--- config.mk ---
export PLATFORM = sky130hd
export DESIGN_NAME = mptio_top
export DESIGN_NICKNAME = d
export VERILOG_FILES = /design/src/mptio_pkg.sv /design/src/mptio_pin_ctl.sv /design/src/mptio_buf_chain.sv /design/src/mptio_top.sv
export SDC_FILE = /design/constraint.sdc
export NUM_CORES = 1
export LEC_CHECK = 0
export BUFFER_PORTS_ARGS = -buffer_cell sky130_fd_sc_hd__buf_2
export CORE_MARGIN = 2
export CORE_UTILIZATION = 63
export DETAILED_ROUTE_END_ITERATION = 10
export PLACE_DENSITY = 0.86
export RECOVER_POWER = 25
export SYNTH_ARGS = -nofsm -noshare
export SYNTH_HDL_FRONTEND = slang
export SYNTH_HIERARCHICAL = 1
export SYNTH_SLANG_ARGS = --single-unit
--- constraint.sdc ---
create_clock -name sys_clk -period 3.13 [get_ports sys_clk]
set_clock_uncertainty 0.2 [all_clocks]
set_input_delay 0.4695 -clock sys_clk [delete_from_list [all_inputs] [get_ports sys_clk]]
set_output_delay 0.4695 -clock sys_clk [all_outputs]
set_load 0.05 [all_outputs]
--- src/mptio_pkg.sv ---
// mptio_pkg: constants shared by the multichannel pwm timer pin and buffer logic
package mptio_pkg;
  // data width of counter, general and buffer registers
  localparam int DW = 16;
  // number of buffered duty and carrier registers
  localparam int NBUF = 5;
  // buffer slots: ch3 duty b, ch4 duty a, ch4 duty b, carrier, ch4 general d
  localparam logic [2:0] BI_CH3_B = 3'h0;
  localparam logic [2:0] BI_CH4_A = 3'h1;
  localparam logic [2:0] BI_CH4_B = 3'h2;
  localparam logic [2:0] BI_CARRIER = 3'h3;
  localparam logic [2:0] BI_CH4_D = 3'h4;
  // operating mode codes of the four-bit mode field
  localparam logic [3:0] MD_NORMAL = 4'h0;
  localparam logic [3:0] MD_PWM1 = 4'h2;
  localparam logic [3:0] MD_PWM2 = 4'h3;
  localparam logic [3:0] MD_PHASE1 = 4'h4;
  localparam logic [3:0] MD_PHASE4 = 4'h7;
  localparam logic [3:0] MD_RSPWM = 4'h8;
  localparam logic [3:0] MD_CPWM_CREST = 4'hD;
  localparam logic [3:0] MD_CPWM_TROUGH = 4'hE;
  localparam logic [3:0] MD_CPWM_BOTH = 4'hF;
  // pin-control field bit positions and action codes
  localparam int PC_IN = 3;
  localparam int PC_LVL = 2;
  localparam logic [1:0] PC_HOLD = 2'h0;
  localparam logic [1:0] PC_CLR = 2'h1;
  localparam logic [1:0] PC_SET = 2'h2;
  localparam logic [1:0] PC_TGL = 2'h3;
  // register byte offsets on the bus
  localparam logic [7:0] OFF_MODE3 = 8'h00;
  localparam logic [7:0] OFF_MODE4 = 8'h04;
  localparam logic [7:0] OFF_CH1_IOC = 8'h08;
  localparam logic [7:0] OFF_CH4_IOCH = 8'h0C;
  localparam logic [7:0] OFF_CH0_GC = 8'h10;
  localparam logic [7:0] OFF_CH1_GB = 8'h14;
  localparam logic [7:0] OFF_COUNT = 8'h18;
  localparam logic [7:0] OFF_STATUS = 8'h1C;
  localparam logic [7:0] OFF_BUF0 = 8'h20;
  localparam logic [7:0] OFF_BUF4 = 8'h30;
  // reset values
  localparam logic [DW-1:0] CMP_RST = 16'hFFFF;
  localparam logic [DW-1:0] ZERO = 16'h0000;
  // counter direction
  typedef enum logic {DIR_UP, DIR_DOWN} mptio_dir_t;
endpackage : mptio_pkg

--- src/mptio_pin_ctl.sv ---
// mptio_pin_ctl: compare-output and input-capture control for one timer pin
module mptio_pin_ctl
  import mptio_pkg::*;
(
  // clock and reset
  input wire logic sys_clk,
  input wire logic rst_n,
  // control
  input wire logic [3:0] ctl,
  input wire logic ctl_load,
  input wire logic chain_en,
  // events
  input wire logic cmp_match,
  input wire logic chain_evt,
  // pin
  input wire logic pin_i,
  output logic pin_o,
  output logic pin_oe,
  output logic cap_o
);
  logic prev_r; // last pin sample for edge detection
  logic rise;
  logic fall;
  logic cap_nxt;

  assign rise = pin_i & ~prev_r;
  assign fall = ~pin_i & prev_r;

  // output level: low from reset until a code with an initial level is loaded
  always_ff @(posedge sys_clk or negedge rst_n) begin
    if (!rst_n) begin
      pin_o <= 1'b0; // RL11
    end else if (ctl[PC_IN]) begin
      pin_o <= pin_o; // capture mode: output level kept
    end else if (ctl_load && ctl[1:0] != PC_HOLD) begin
      pin_o <= ctl[PC_LVL]; // RL8
    end else if (cmp_match) begin
      case (ctl[1:0]) // RL8
        PC_CLR: pin_o <= 1'b0;
        PC_SET: pin_o <= 1'b1;
        PC_TGL: pin_o <= ~pin_o;
        default: pin_o <= pin_o;
      endcase
    end
  end

  // capture source: chained event, both edges, falling or rising
  always_comb begin
    if (!ctl[PC_IN]) begin
      cap_nxt = 1'b0;
    end else if (chain_en && ctl[PC_LVL]) begin
      cap_nxt = chain_evt; // RL10
    end else if (ctl[1]) begin
      cap_nxt = rise | fall; // RL9
    end else begin
      cap_nxt = ctl[0] ? fall : rise; // RL9
    end
  end

  // registered edge history, enable and capture strobe
  always_ff @(posedge sys_clk or negedge rst_n) begin
    if (!rst_n) begin
      prev_r <= 1'b0;
      pin_oe <= 1'b0;
      cap_o <= 1'b0;
    end else begin
      prev_r <= pin_i;
      pin_oe <= ~ctl[PC_IN]; // RL8
      cap_o <= cap_nxt;
    end
  end
endmodule : mptio_pin_ctl

--- src/mptio_buf_chain.sv ---
// mptio_buf_chain: buffer, temporary and compare registers for the five duty and carrier slots
module mptio_buf_chain
  import mptio_pkg::*;
(
  // clock and reset
  input wire logic sys_clk,
  input wire logic rst_n,
  // software write into a buffer
  input wire logic wr_en,
  input wire logic [2:0] wr_idx,
  input wire logic [DW-1:0] wr_dat,
  // timing
  input wire logic sub_busy,
  input wire logic upd,
  // state
  output logic [NBUF-1:0][DW-1:0] buf_o,
  output logic [NBUF-1:0][DW-1:0] cmp_o,
  output logic pend_o
);
  logic [NBUF-1:0][DW-1:0] tmp_r; // temporary stage
  logic xfer; // buffer to temporary move

  assign xfer = pend_o & ~sub_busy; // RL14

  // buffers accept writes at any time
  always_ff @(posedge sys_clk or negedge rst_n) begin
    if (!rst_n) begin
      buf_o <= {NBUF{CMP_RST}};
    end else if (wr_en) begin
      buf_o[wr_idx] <= wr_dat; // RL12
    end
  end

  // pending move: armed by the ch4 d write, held while the subcounter runs
  always_ff @(posedge sys_clk or negedge rst_n) begin
    if (!rst_n) begin
      pend_o <= 1'b0;
    end else begin
      pend_o <= (wr_en && wr_idx == BI_CH4_D) | (pend_o & sub_busy); // RL17 RL14
    end
  end

  // all five temporaries move together once the subcounter is stopped
  always_ff @(posedge sys_clk or negedge rst_n) begin
    if (!rst_n) begin
      tmp_r <= {NBUF{CMP_RST}};
    end else if (xfer) begin
      tmp_r <= buf_o; // RL13 RL17
    end
  end

  // compare registers load at the selected update point
  always_ff @(posedge sys_clk or negedge rst_n) begin
    if (!rst_n) begin
      cmp_o <= {NBUF{CMP_RST}};
    end else if (upd) begin
      cmp_o <= tmp_r; // RL15
    end
  end
endmodule : mptio_buf_chain

--- src/mptio_top.sv ---
// mptio_top: mode select, pin control and buffered pwm update for timer channels
//
// Overview of operation
// [RL1] mode field picks normal, pwm, phase, rspwm, cpwm
// [RL2] last cpwm code transfers at crest and trough
// [RL3] software keeps pwm mode 2 off channels 3,4
// [RL4] phase counting only on channels 1 and 2
// [RL5] rspwm and cpwm selected on channel 3 only
// [RL6] channel 4 follows channel 3 in those modes
// [RL7] software never puts channel 4 in those modes
// [RL8] output codes set initial level, match action
// [RL9] input codes capture on rise, fall or both
// [RL10] ch1 code 11xx captures on ch0 c event
// [RL11] pin low after reset until control written
// [RL12] five buffers writable at any time
// [RL13] buffer update rewrites temporary when subcounter stopped
// [RL14] no buffer move while subcounter counts
// [RL15] temporary to compare at mode update point
// [RL16] software writes ch4 d last
// [RL17] ch4 d write moves all five together
// [RL18] software rewrites ch4 d even if unchanged
// [RL19] reserved mode codes stop that channel only; a reserved channel 3 code here stops the shared counter for all channels
module mptio_top
  import mptio_pkg::*;
(
  // clock and reset
  input wire logic sys_clk,
  input wire logic rst_n,
  // wishbone slave
  input wire logic wb_cyc_i,
  input wire logic wb_stb_i,
  input wire logic wb_we_i,
  input wire logic [7:0] wb_adr_i,
  input wire logic [3:0] wb_sel_i,
  input wire logic [31:0] wb_dat_i,
  output logic [31:0] wb_dat_o,
  output logic wb_ack_o,
  // dead-time subcounter state
  input wire logic dead_time_subcounter_busy,
  // channel 1 b pin
  input wire logic ch1_b_timer_pin_i,
  output logic ch1_b_timer_pin_o,
  output logic ch1_b_timer_pin_oe,
  // channel 4 a pin
  input wire logic ch4_a_timer_pin_i,
  output logic ch4_a_timer_pin_o,
  output logic ch4_a_timer_pin_oe,
  // update point strobe
  output logic update_pulse_o
);

  // byte-lane merge into a 16-bit register
  function automatic logic [DW-1:0] mptio_merge(
    input logic [DW-1:0] old,
    input logic [31:0] wd,
    input logic [3:0] sel
  );
    logic [DW-1:0] r;
    r = old;
    if (sel[0]) begin
      r[7:0] = wd[7:0];
    end
    if (sel[1]) begin
      r[15:8] = wd[15:8];
    end
    return r;
  endfunction : mptio_merge

  // true for any defined operating mode code
  function automatic logic mptio_mode_ok(input logic [3:0] m);
    logic ok;
    ok = 1'b0;
    case (m) // RL1
      MD_NORMAL, MD_PWM1, MD_PWM2: ok = 1'b1;
      MD_RSPWM: ok = 1'b1;
      MD_CPWM_CREST, MD_CPWM_TROUGH, MD_CPWM_BOTH: ok = 1'b1;
      default: ok = (m >= MD_PHASE1 && m <= MD_PHASE4);
    endcase
    return ok;
  endfunction : mptio_mode_ok

  // true for the complementary pwm codes
  function automatic logic mptio_is_cpwm(input logic [3:0] m);
    return m == MD_CPWM_CREST || m == MD_CPWM_TROUGH || m == MD_CPWM_BOTH;
  endfunction : mptio_is_cpwm

  // software registers
  logic [3:0] mode3_r; // channel 3 mode field
  logic [3:0] mode4_r; // channel 4 mode field
  logic [7:0] ch1_pinctl_r; // ch1 pin control, b field high
  logic [7:0] ch4_pinctl_h_r; // ch4 pin control high, a field low
  logic [DW-1:0] ch0_gen_c_r; // ch0 general register c
  logic [DW-1:0] ch1_gen_b_r; // ch1 general register b
  // counter state
  logic [DW-1:0] cnt_r; // shared timer counter
  mptio_dir_t dir_r; // count direction
  // bus handshake
  logic req; // live bus request
  logic wr_hit; // write takes effect this edge
  logic ack_r;
  logic [31:0] rd_nxt;
  // pin control load strobes, one cycle after the write
  logic ch1_load_r;
  logic ch4_load_r;
  // derived modes
  logic run; // channel 3 mode defined
  logic cpwm; // complementary pwm active
  logic follow; // channel 4 slaved to channel 3
  logic [3:0] mode4_eff; // mode channel 4 really runs
  logic crest;
  logic trough;
  logic upd;
  // compare and capture events
  logic ch0c_evt;
  logic ch1b_match;
  logic ch4a_match;
  logic ch1_cap;
  logic ch4_cap;
  logic ch4_pin_sub;
  logic ch4_oe_sub;
  logic pwm4_r; // slaved pwm level for ch4
  logic ch1_written_r; // helper: ch1 control written since reset
  // buffer chain
  logic buf_wr;
  logic [2:0] buf_idx;
  logic [NBUF-1:0][DW-1:0] buf_v;
  logic [NBUF-1:0][DW-1:0] cmp_v;
  logic pend;

  // bus decode: one-wait-state slave, write lands at the ack edge
  assign req = wb_cyc_i & wb_stb_i;
  assign wr_hit = req & wb_we_i & ack_r;
  assign wb_ack_o = ack_r;
  assign buf_idx = 3'(wb_adr_i[4:2]);
  assign buf_wr = wr_hit && wb_adr_i >= OFF_BUF0 && wb_adr_i <= OFF_BUF4;

  // ack pulses one cycle, then drops even if the master lingers
  always_ff @(posedge sys_clk or negedge rst_n) begin
    if (!rst_n) begin
      ack_r <= 1'b0;
    end else begin
      ack_r <= req & ~ack_r;
    end
  end

  // read mux; unmapped offsets read zero
  always_comb begin
    rd_nxt = 32'h0000_0000;
    case (wb_adr_i)
      OFF_MODE3: rd_nxt[3:0] = mode3_r;
      OFF_MODE4: rd_nxt[3:0] = mode4_r;
      OFF_CH1_IOC: rd_nxt[7:0] = ch1_pinctl_r;
      OFF_CH4_IOCH: rd_nxt[7:0] = ch4_pinctl_h_r;
      OFF_CH0_GC: rd_nxt[DW-1:0] = ch0_gen_c_r;
      OFF_CH1_GB: rd_nxt[DW-1:0] = ch1_gen_b_r;
      OFF_COUNT: rd_nxt[DW-1:0] = cnt_r;
      OFF_STATUS: rd_nxt[4:0] = {dir_r == DIR_DOWN, pend, follow,
                                 ch1_b_timer_pin_o, ch4_a_timer_pin_o};
      default: begin
        if (wb_adr_i >= OFF_BUF0 && wb_adr_i <= OFF_BUF4) begin
          rd_nxt[DW-1:0] = buf_v[buf_idx];
        end
      end
    endcase
  end

  // read data captured with the ack so it comes from a flip-flop
  always_ff @(posedge sys_clk or negedge rst_n) begin
    if (!rst_n) begin
      wb_dat_o <= 32'h0000_0000;
    end else if (req && !ack_r) begin
      wb_dat_o <= rd_nxt;
    end
  end

  // mode fields
  always_ff @(posedge sys_clk or negedge rst_n) begin
    if (!rst_n) begin
      mode3_r <= MD_NORMAL;
      mode4_r <= MD_NORMAL;
    end else if (wr_hit && wb_sel_i[0]) begin
      if (wb_adr_i == OFF_MODE3) begin
        mode3_r <= wb_dat_i[3:0];
      end
      if (wb_adr_i == OFF_MODE4) begin
        mode4_r <= wb_dat_i[3:0];
      end
    end
  end

  // pin control registers; reset code holds the low level
  always_ff @(posedge sys_clk or negedge rst_n) begin
    if (!rst_n) begin
      ch1_pinctl_r <= 8'h00;
      ch4_pinctl_h_r <= 8'h00;
      ch1_load_r <= 1'b0;
      ch4_load_r <= 1'b0;
    end else begin
      ch1_load_r <= wr_hit && wb_sel_i[0] && wb_adr_i == OFF_CH1_IOC;
      ch4_load_r <= wr_hit && wb_sel_i[0] && wb_adr_i == OFF_CH4_IOCH;
      if (wr_hit && wb_sel_i[0] && wb_adr_i == OFF_CH1_IOC) begin
        ch1_pinctl_r <= wb_dat_i[7:0];
      end
      if (wr_hit && wb_sel_i[0] && wb_adr_i == OFF_CH4_IOCH) begin
        ch4_pinctl_h_r <= wb_dat_i[7:0];
      end
    end
  end

  // helper flag: pin has seen a control write since reset
  always_ff @(posedge sys_clk or negedge rst_n) begin
    if (!rst_n) begin
      ch1_written_r <= 1'b0;
    end else if (ch1_load_r) begin
      ch1_written_r <= 1'b1;
    end
  end

  // ch0 general register c, compare source for the ch1 chain
  always_ff @(posedge sys_clk or negedge rst_n) begin
    if (!rst_n) begin
      ch0_gen_c_r <= CMP_RST;
    end else if (wr_hit && wb_adr_i == OFF_CH0_GC) begin
      ch0_gen_c_r <= mptio_merge(ch0_gen_c_r, wb_dat_i, wb_sel_i);
    end
  end

  // ch1 general register b: a capture beats a same-cycle bus write
  always_ff @(posedge sys_clk or negedge rst_n) begin
    if (!rst_n) begin
      ch1_gen_b_r <= CMP_RST;
    end else if (ch1_cap) begin
      ch1_gen_b_r <= cnt_r; // RL9 RL10
    end else if (wr_hit && wb_adr_i == OFF_CH1_GB) begin
      ch1_gen_b_r <= mptio_merge(ch1_gen_b_r, wb_dat_i, wb_sel_i);
    end
  end

  // mode decode; a reserved channel 3 code stops the shared counter and the run-gated events
  assign run = mptio_mode_ok(mode3_r); // RL19
  assign cpwm = mptio_is_cpwm(mode3_r); // RL1
  assign follow = cpwm || mode3_r == MD_RSPWM; // RL6
  assign mode4_eff = follow ? mode3_r : mode4_r; // RL6
  assign crest = run && dir_r == DIR_UP && cnt_r == cmp_v[BI_CARRIER];
  assign trough = run && dir_r == DIR_DOWN && cnt_r == ZERO;

  // update point by mode: crest, trough or both; others at wrap
  always_comb begin
    case (mode3_r) // RL15
      MD_CPWM_CREST: upd = crest;
      MD_CPWM_TROUGH: upd = trough;
      MD_CPWM_BOTH: upd = crest | trough; // RL2
      default: upd = crest;
    endcase
  end
  assign update_pulse_o = upd;

  // counter: up/down in complementary pwm, else up with wrap at carrier
  always_ff @(posedge sys_clk or negedge rst_n) begin
    if (!rst_n) begin
      cnt_r <= ZERO;
      dir_r <= DIR_UP;
    end else if (!run) begin
      cnt_r <= cnt_r; // RL19
    end else if (crest) begin
      dir_r <= cpwm ? DIR_DOWN : DIR_UP;
      cnt_r <= cpwm ? DW'(cnt_r - 1'b1) : ZERO;
    end else if (trough) begin
      dir_r <= DIR_UP;
      cnt_r <= DW'(cnt_r + 1'b1);
    end else if (dir_r == DIR_DOWN) begin
      cnt_r <= DW'(cnt_r - 1'b1);
    end else begin
      cnt_r <= DW'(cnt_r + 1'b1);
    end
  end

  // compare events; a reserved channel 4 mode raises none
  assign ch0c_evt = run && cnt_r == ch0_gen_c_r;
  assign ch1b_match = run && cnt_r == ch1_gen_b_r;
  assign ch4a_match = mptio_mode_ok(mode4_eff) && cnt_r == cmp_v[BI_CH4_A]; // RL19

  // slaved pwm level: high while count is below duty a
  always_ff @(posedge sys_clk or negedge rst_n) begin
    if (!rst_n) begin
      pwm4_r <= 1'b0;
    end else begin
      pwm4_r <= cnt_r < cmp_v[BI_CH4_A];
    end
  end

  // channel 4 pin ignores its own control while slaved
  assign ch4_a_timer_pin_o = follow ? pwm4_r : ch4_pin_sub; // RL6
  assign ch4_a_timer_pin_oe = follow | ch4_oe_sub; // RL6

  // channel 1 b pin
  mptio_pin_ctl u_ch1b (
    .sys_clk(sys_clk),
    .rst_n(rst_n),
    .ctl(ch1_pinctl_r[7:4]),
    .ctl_load(ch1_load_r),
    .chain_en(1'b1),
    .cmp_match(ch1b_match),
    .chain_evt(ch0c_evt),
    .pin_i(ch1_b_timer_pin_i),
    .pin_o(ch1_b_timer_pin_o),
    .pin_oe(ch1_b_timer_pin_oe),
    .cap_o(ch1_cap)
  );

  // channel 4 a pin, no chained capture source
  mptio_pin_ctl u_ch4a (
    .sys_clk(sys_clk),
    .rst_n(rst_n),
    .ctl(ch4_pinctl_h_r[3:0]),
    .ctl_load(ch4_load_r),
    .chain_en(1'b0),
    .cmp_match(ch4a_match),
    .chain_evt(1'b0),
    .pin_i(ch4_a_timer_pin_i),
    .pin_o(ch4_pin_sub),
    .pin_oe(ch4_oe_sub),
    .cap_o(ch4_cap)
  );

  // buffered duty and carrier registers
  mptio_buf_chain u_bufs (
    .sys_clk(sys_clk),
    .rst_n(rst_n),
    .wr_en(buf_wr),
    .wr_idx(buf_idx),
    .wr_dat(mptio_merge(buf_v[buf_idx], wb_dat_i, wb_sel_i)),
    .sub_busy(dead_time_subcounter_busy),
    .upd(upd),
    .buf_o(buf_v),
    .cmp_o(cmp_v),
    .pend_o(pend)
  );
endmodule : mptio_top

==> impl_metrics.yaml, run 1 <==
status:
  status: "complete, but fails checks"
  violations_in_the_final_reports: "capacitance limit, slew limit"
drt:
  detail_routed_net_length_per_standard_cell_um: 23.0
  overall_via_count_from_detail_route: 9847
  count_of_nets_left_with_antenna_violations_after_detail_routing: 0
  drt-initial-drc-count: 1091
  drt_first_pass_iters: 5
  routed_via_density: 6.47
  drt-total-wl_um: 35000
  post-route-drc-count: 0
clocking:
  cts_tree: "yes"
  clkLatencyLatePin_ns: 0.55
  cts-buffers-inserted: 25
  clk_root_buffer_cell: "clkbuf_16"
  path_clk_slew_ns: 0.06
  clk_path_buf_depth: 3
  cts_h_tree_depth: 1
  clock_sink_total: 244
cells_and_area:
  layout-area-overhead-vs-synth_pct: 12.0
  most_frequent_cells_in_the_layout: "dfstp_2, mux2_2, nor2_1, a21oi_1, dfrtp_1"
  layout.cells.most_common: "dfstp_2"
  num-nets-final: 1308
  postLayoutCellArea_mm2: 0.0148
  post_route_cells_drive_above_1_share: 0.429
  n_antenna_cell: 0
  final_util: 0.725
power_and_ir_drop:
  switching_power_uw: 2370
  intPower_uw: 5780
  power_frac_clock: 0.403
  leakagePower_uw: 0.00652
  power_switching_share: 0.291
  power_frac_comb: 0.183
  power.sequential.fraction: 0.414
  max-vdd-ir-drop_uv: 425
  totalPowerFinal_uw: 8140
  power_density_mw_per_mm2: 551
grt:
  globalRoute.totalOverflow: 0
  grt_max_degree: 77
  grt-busiest-layer: "met2"
  wire_length_of_the_first_global_routing_pass_um: 54600
  grt_util_all_layers: 0.319
  antenna_found_initial: 1
  met3_usage: 0.0491
  globalRouteMet2Util: 0.519
  grtUsageMet1: 0.443
  first_global_vias: 9667
yosys:
  post_synth_inst_count: 1179
  synthesis.yosys.warnings: 6
  synth.cell_area_mm2: 0.0132
  synth_area_per_cell_um2: 11.2
critical_path:
  critPathBufInv: 1
  setup.worst_path.class: "reg2out"
  crit_path_cell_trace: "xor2_1, nor4_2, nand4_1, nor2_2, o21ai_1, o41ai_4, buf_6"
  critical_path.top_delay_family: "simple AND/OR/NAND/NOR gates"
  worst_setup_path_start_kind: "register"
  crit_arrival_ns: 2.39
  timing.critical_path.to_type: "primary output"
  wp_data_required_ns: 2.46
  worst_path_largest_cell_delay_ns: 0.50
  critical_path_s_slowest_cell: "dfrtp_2"
  cp_max_fo: 8
timing:
  slew_of_the_pin_with_the_lowest_slew_margin_ns: 1.87
  setup-violations-final: 0
  report.final.hold_viol_count: 0
  max_freq_mhz: 326
  fin_crit_ns: 3.06
  worst_slew_margin_rel: -0.246
  worst_slack_ns: 0.0663
  final_clock_period_utilization_by_the_worst_path: 0.979
  slew_violations: 77
die:
  pin_count: 90
  rows: 52
  die_outline_area_mm2: 0.0221
  initial_utilization: 0.647
  placeableCoreArea_mm2: 0.0204
  chipHeight_um: 149
  floorplan.die.width_um: 149
worst_hold_path:
  hold_class: "in2reg"
placed_design:
  dpl-instance-area_mm2: 0.0138
  finalWeightedCongestion: 0.955
  place_hpwl_um: 24300
  detailedPlace.worstSlack_ns: 0.248
  numPortBuffers: 54
run:
  maxCapViolations: 1
-- path summary, 6_finish.rpt --
path,from,endpoint,slack [ns],depth (start not counted)
setup / recovery,cnt_r[0],update_pulse_o,0.07,7
setup reg to reg,u_bufs/cmp_o[29],u_ch4a/pin_o,0.12,10
min in group asynchronous,rst_n,cnt_r[11],0.81,2
max in group asynchronous,rst_n,wb_ack_o,0.50,3
hold reg to reg,wb_dat_o[4],wb_dat_o[4],0.29,2
hold / removal,wb_dat_i[8],ch0_gen_c_r[8],0.05,2
-- per-layer routing --
layer,vias to the layer above,part of all wire,wire [um]
met3,87,0.083,2910
met2,496,0.48,16700
met1,4962,0.41,14300
met5,-,0,0
li1,4302,-,-
met4,0,0.030,1070
-- sequential cells by signal, indices dropped and copies added, names as in the netlist, 4 cells and up --
signal and cells:
u_bufs/cmp_o 32, cnt_r 16, ch1_pinctl_r 8, u_bufs/buf_o 80
mode3_r 4, mode4_r 4, ch0_gen_c_r 16, ch4_pinctl_h_r 8
u_bufs/tmp_r 32, ch1_gen_b_r 16, wb_dat_o 16
-- stage by stage --
stage | hold slack, ns | instances | setup TNS (ns)
after floorplan | -0.0261 | 1195 | 0
after global placement | 0.259 | 1472 | 0
after detailed placement | 0.274 | 1472 | 0
after CTS | 0.0241 | 1520 | 0
after global routing | 0.0327 | 1523 | -0.0382
final | 0.0480 | 1523 | 0
-- power by group through the flow --
stage          Combinational (uW)  Clock, uW  Sequential [uW]
6_report                     1490       3280             3370
3_3_place_gp                 1360          0             3410
3_5_place_dp                 1390          0             3420
5_1_grt                      1570       3440             3380
2_1_floorplan                 942          0             3350
4_1_cts                      1420       3310             3370
-- what timing repair did --
action	in CTS	in global routing
gates cloned	0	0
endpoints found under the setup margin	1	1
pin swaps	0	2
gates resized for setup	7	3
buffers inserted	0	3
hold buffers	3	0
hold endpoints to repair	25	0
-- area by class of cell --
cell class                      instances  area, um^2
Timing Repair Buffer                  114         747
Fill cell                            1305        5600
Tap cell                              270         338
Clock buffer                           35         743
Inverter                               45         169
Sequential cell                       244        6330
Multi-Input combinational cell        805        6260
Clock inverter                         10         173
(Power assumes the default switching activity.)
==> inputs of run 2 (changes only) <==
--- a/config.mk
+++ b/config.mk
@@ -7,10 +7,10 @@
 export LEC_CHECK = 0
 export BUFFER_PORTS_ARGS = -buffer_cell sky130_fd_sc_hd__buf_2
 export CORE_MARGIN = 2
-export CORE_UTILIZATION = 63
+export CORE_UTILIZATION = 35
 export DETAILED_ROUTE_END_ITERATION = 10
-export PLACE_DENSITY = 0.86
-export RECOVER_POWER = 25
+export PLACE_DENSITY = 0.55
+export RECOVER_POWER = 100
 export SYNTH_ARGS = -nofsm -noshare
 export SYNTH_HDL_FRONTEND = slang
 export SYNTH_HIERARCHICAL = 1
==> run 2 against run 1 <==
Non-clock buffer count grew 10. Largest cell class unchanged. Hold slack lost 0.0087 ns. Worst setup slack lost 0.046 ns. Flip-flop and latch count is the same. Critical path depth is the same. The flow now finishes without violations. Global-route usage shrank 13 points.
==> impl_metrics.yaml, run 2 (synthesis results as in run 1) <==
critical_path:
  timing.critical_path.to_type: "primary output"
  capture_point_of_the_worst_reg_to_reg_path: "cnt_r[5]"
  crit_arrival_ns: 2.44
  ff2ff_path_depth: 9
  wp_data_required_ns: 2.46
  cp_max_fo: 4
  critical_path.reg2reg.startpoint: "u_bufs/cmp_o[62]"
  setup.worst_path.class: "reg2out"
  worst-r2r-setup-slack_ns: 0.11
  worst_setup_path_start_kind: "register"
cells_and_area:
  largest_register_ffs: 80
  n_antenna_cell: 0
  postLayoutCellArea_mm2: 0.0151
  regArea_mm2: 0.00633
  final_util: 0.403
  num-nets-final: 1321
  layout.cells.most_common: "dfstp_2"
  post_route_cells_drive_above_1_share: 0.397
  registers.top_by_ff_count: "u_bufs/buf_o"
  most_frequent_cells_in_the_layout: "dfstp_2, mux2_2, nor2_1"
  layout-area-overhead-vs-synth_pct: 14.2
  largest_registers: "u_bufs/buf_o: 80 flops, u_bufs/cmp_o: 32 flops, u_bufs/tmp_r: 32 flops"
  final.fill_count: 3633
  multi_input_comb_area_mm2: 0.00628
clocking:
  cts_tree: "yes"
  clkLatencyLatePin_ns: 0.55
  cts_h_tree_depth: 1
  clock_sink_total: 244
  clk_path_buf_depth: 3
  clk_root_buffer_cell: "clkbuf_16"
  cts-buffers-inserted: 28
  path_clk_slew_ns: 0.06
worst_hold_path:
  hold_path.startpoint: "wb_dat_i[8]"
  hold_class: "in2reg"
  hold-path-cell-count: 2
  hold_end: "ch0_gen_c_r[8]"
timing:
  report.final.hold_viol_count: 0
  unrepaired_setup_endpoints_after_global_routing: "yes"
  worst_slew_margin_rel: 0.122
  worst_slack_ns: 0.0205
  setup-violations-final: 0
  final_clock_period_utilization_by_the_worst_path: 0.993
  slew_violations: 0
  slew_of_the_pin_with_the_lowest_slew_margin_ns: 1.32
  fin_crit_ns: 3.11
  max_freq_mhz: 322
die:
  initial_utilization: 0.352
  chipHeight_um: 198
  pin_count: 90
  die_outline_area_mm2: 0.0392
  rows: 71
  floorplan.die.width_um: 198
  placeableCoreArea_mm2: 0.0374
placed_design:
  finalWeightedCongestion: 0.876
  detailedPlace.worstSlack_ns: 0.209
  dpl-instance-area_mm2: 0.0142
  place_hpwl_um: 26400
  numPortBuffers: 54
grt:
  first_global_vias: 9362
  grt_max_degree: 94
  globalRoute.totalOverflow: 0
  grt_util_all_layers: 0.191
  antenna_found_initial: 0
  wire_length_of_the_first_global_routing_pass_um: 57100
power_and_ir_drop:
  max-vdd-ir-drop_uv: 457
  leakagePower_uw: 0.00643
  power_density_mw_per_mm2: 529
drt:
  drt_first_pass_iters: 5
  overall_via_count_from_detail_route: 9305
  post-route-drc-count: 0
  drt-total-wl_um: 36800
  drt-initial-drc-count: 593
  detail_routed_net_length_per_standard_cell_um: 20.6
  count_of_nets_left_with_antenna_violations_after_detail_routing: 0
  routed_via_density: 5.22
status:
  status: "finished clean"
run:
  maxCapViolations: 0
-- run 2: changes by cell type in the layout (fill, tap and decap cells not counted), moves of 5 or more --
cell      delta
dfrtp_1      +5
clkbuf_1    +39
o21ai_1      -7
buf_2       -21
dfrtp_2      -5
o21ai_0      +7
clkbuf_8     -5
-- run 2: per-layer routing --
metal,vias to the layer above,track usage,routed length [um]
li1,4322,-,-
met1,4691,0.267,16800
met2,232,0.302,17000
met3,60,0.0273,1690
met4,0,0.0663,1280
met5,-,0,0
-- run 2: cell type report --
cell class | count | area share
clock inverter | 8 | 0.00524
inverter | 45 | 0.0112
sequential | 244 | 0.420
multi-input combinational | 805 | 0.417
timing repair buffer | 124 | 0.0514
clock buffer | 44 | 0.0525
tap | 511 | 0.0425
-- run 2: power by group --
part / internal, uW / switching (uW) / leakage [uW]
registers: 3240 / 77.4 / 0.00274
clock network: 1810 / 1290 / 0.000423
logic: 546 / 1010 / 0.00327
-- run 2: stage by stage --
stage          setup TNS [ns]  power [uW]  hold slack [ns]  cells
2_1_floorplan               0        4290          -0.0261   1195
3_3_place_gp                0        4870            0.265   1720
3_5_place_dp                0        4870            0.266   1720
4_1_cts                     0        8060          0.00566   1779
5_1_grt                -0.473        8340           0.0281   1781
6_report                    0        7970           0.0393   1781
-- run 2: how the worst max path moves through the flow --
stage	startpoint	end	depth (start not counted)
after floorplan	cnt_r[1]	u_bufs/cmp_o[20]	8
after global placement	cnt_r[5]	u_bufs/cmp_o[31]	8
after detailed placement	u_bufs/cmp_o[29]	u_ch4a/pin_o	10
after CTS	cnt_r[10]	update_pulse_o	5
after global routing	u_bufs/cmp_o[62]	update_pulse_o	7
final	u_bufs/cmp_o[62]	update_pulse_o	7
-- run 2: critical path, cell delays in order (launching register included) --
cell     delay, ns
dfstp_2       0.54
xor2_1        0.07
nor4_2        0.32
nand4_1       0.29
nor2_1        0.22
o21ai_1       0.13
o41ai_4       0.10
buf_6         0.23
-- run 2: repair_timing --
action | CTS | global route
resized for setup | 4 | 4
hold buffers | 6 | 0
setup buffers | 1 | 2
endpoints found under the setup margin | 1 | 3
pin swaps | 2 | 2
hold endpoints to repair | 16 | 0
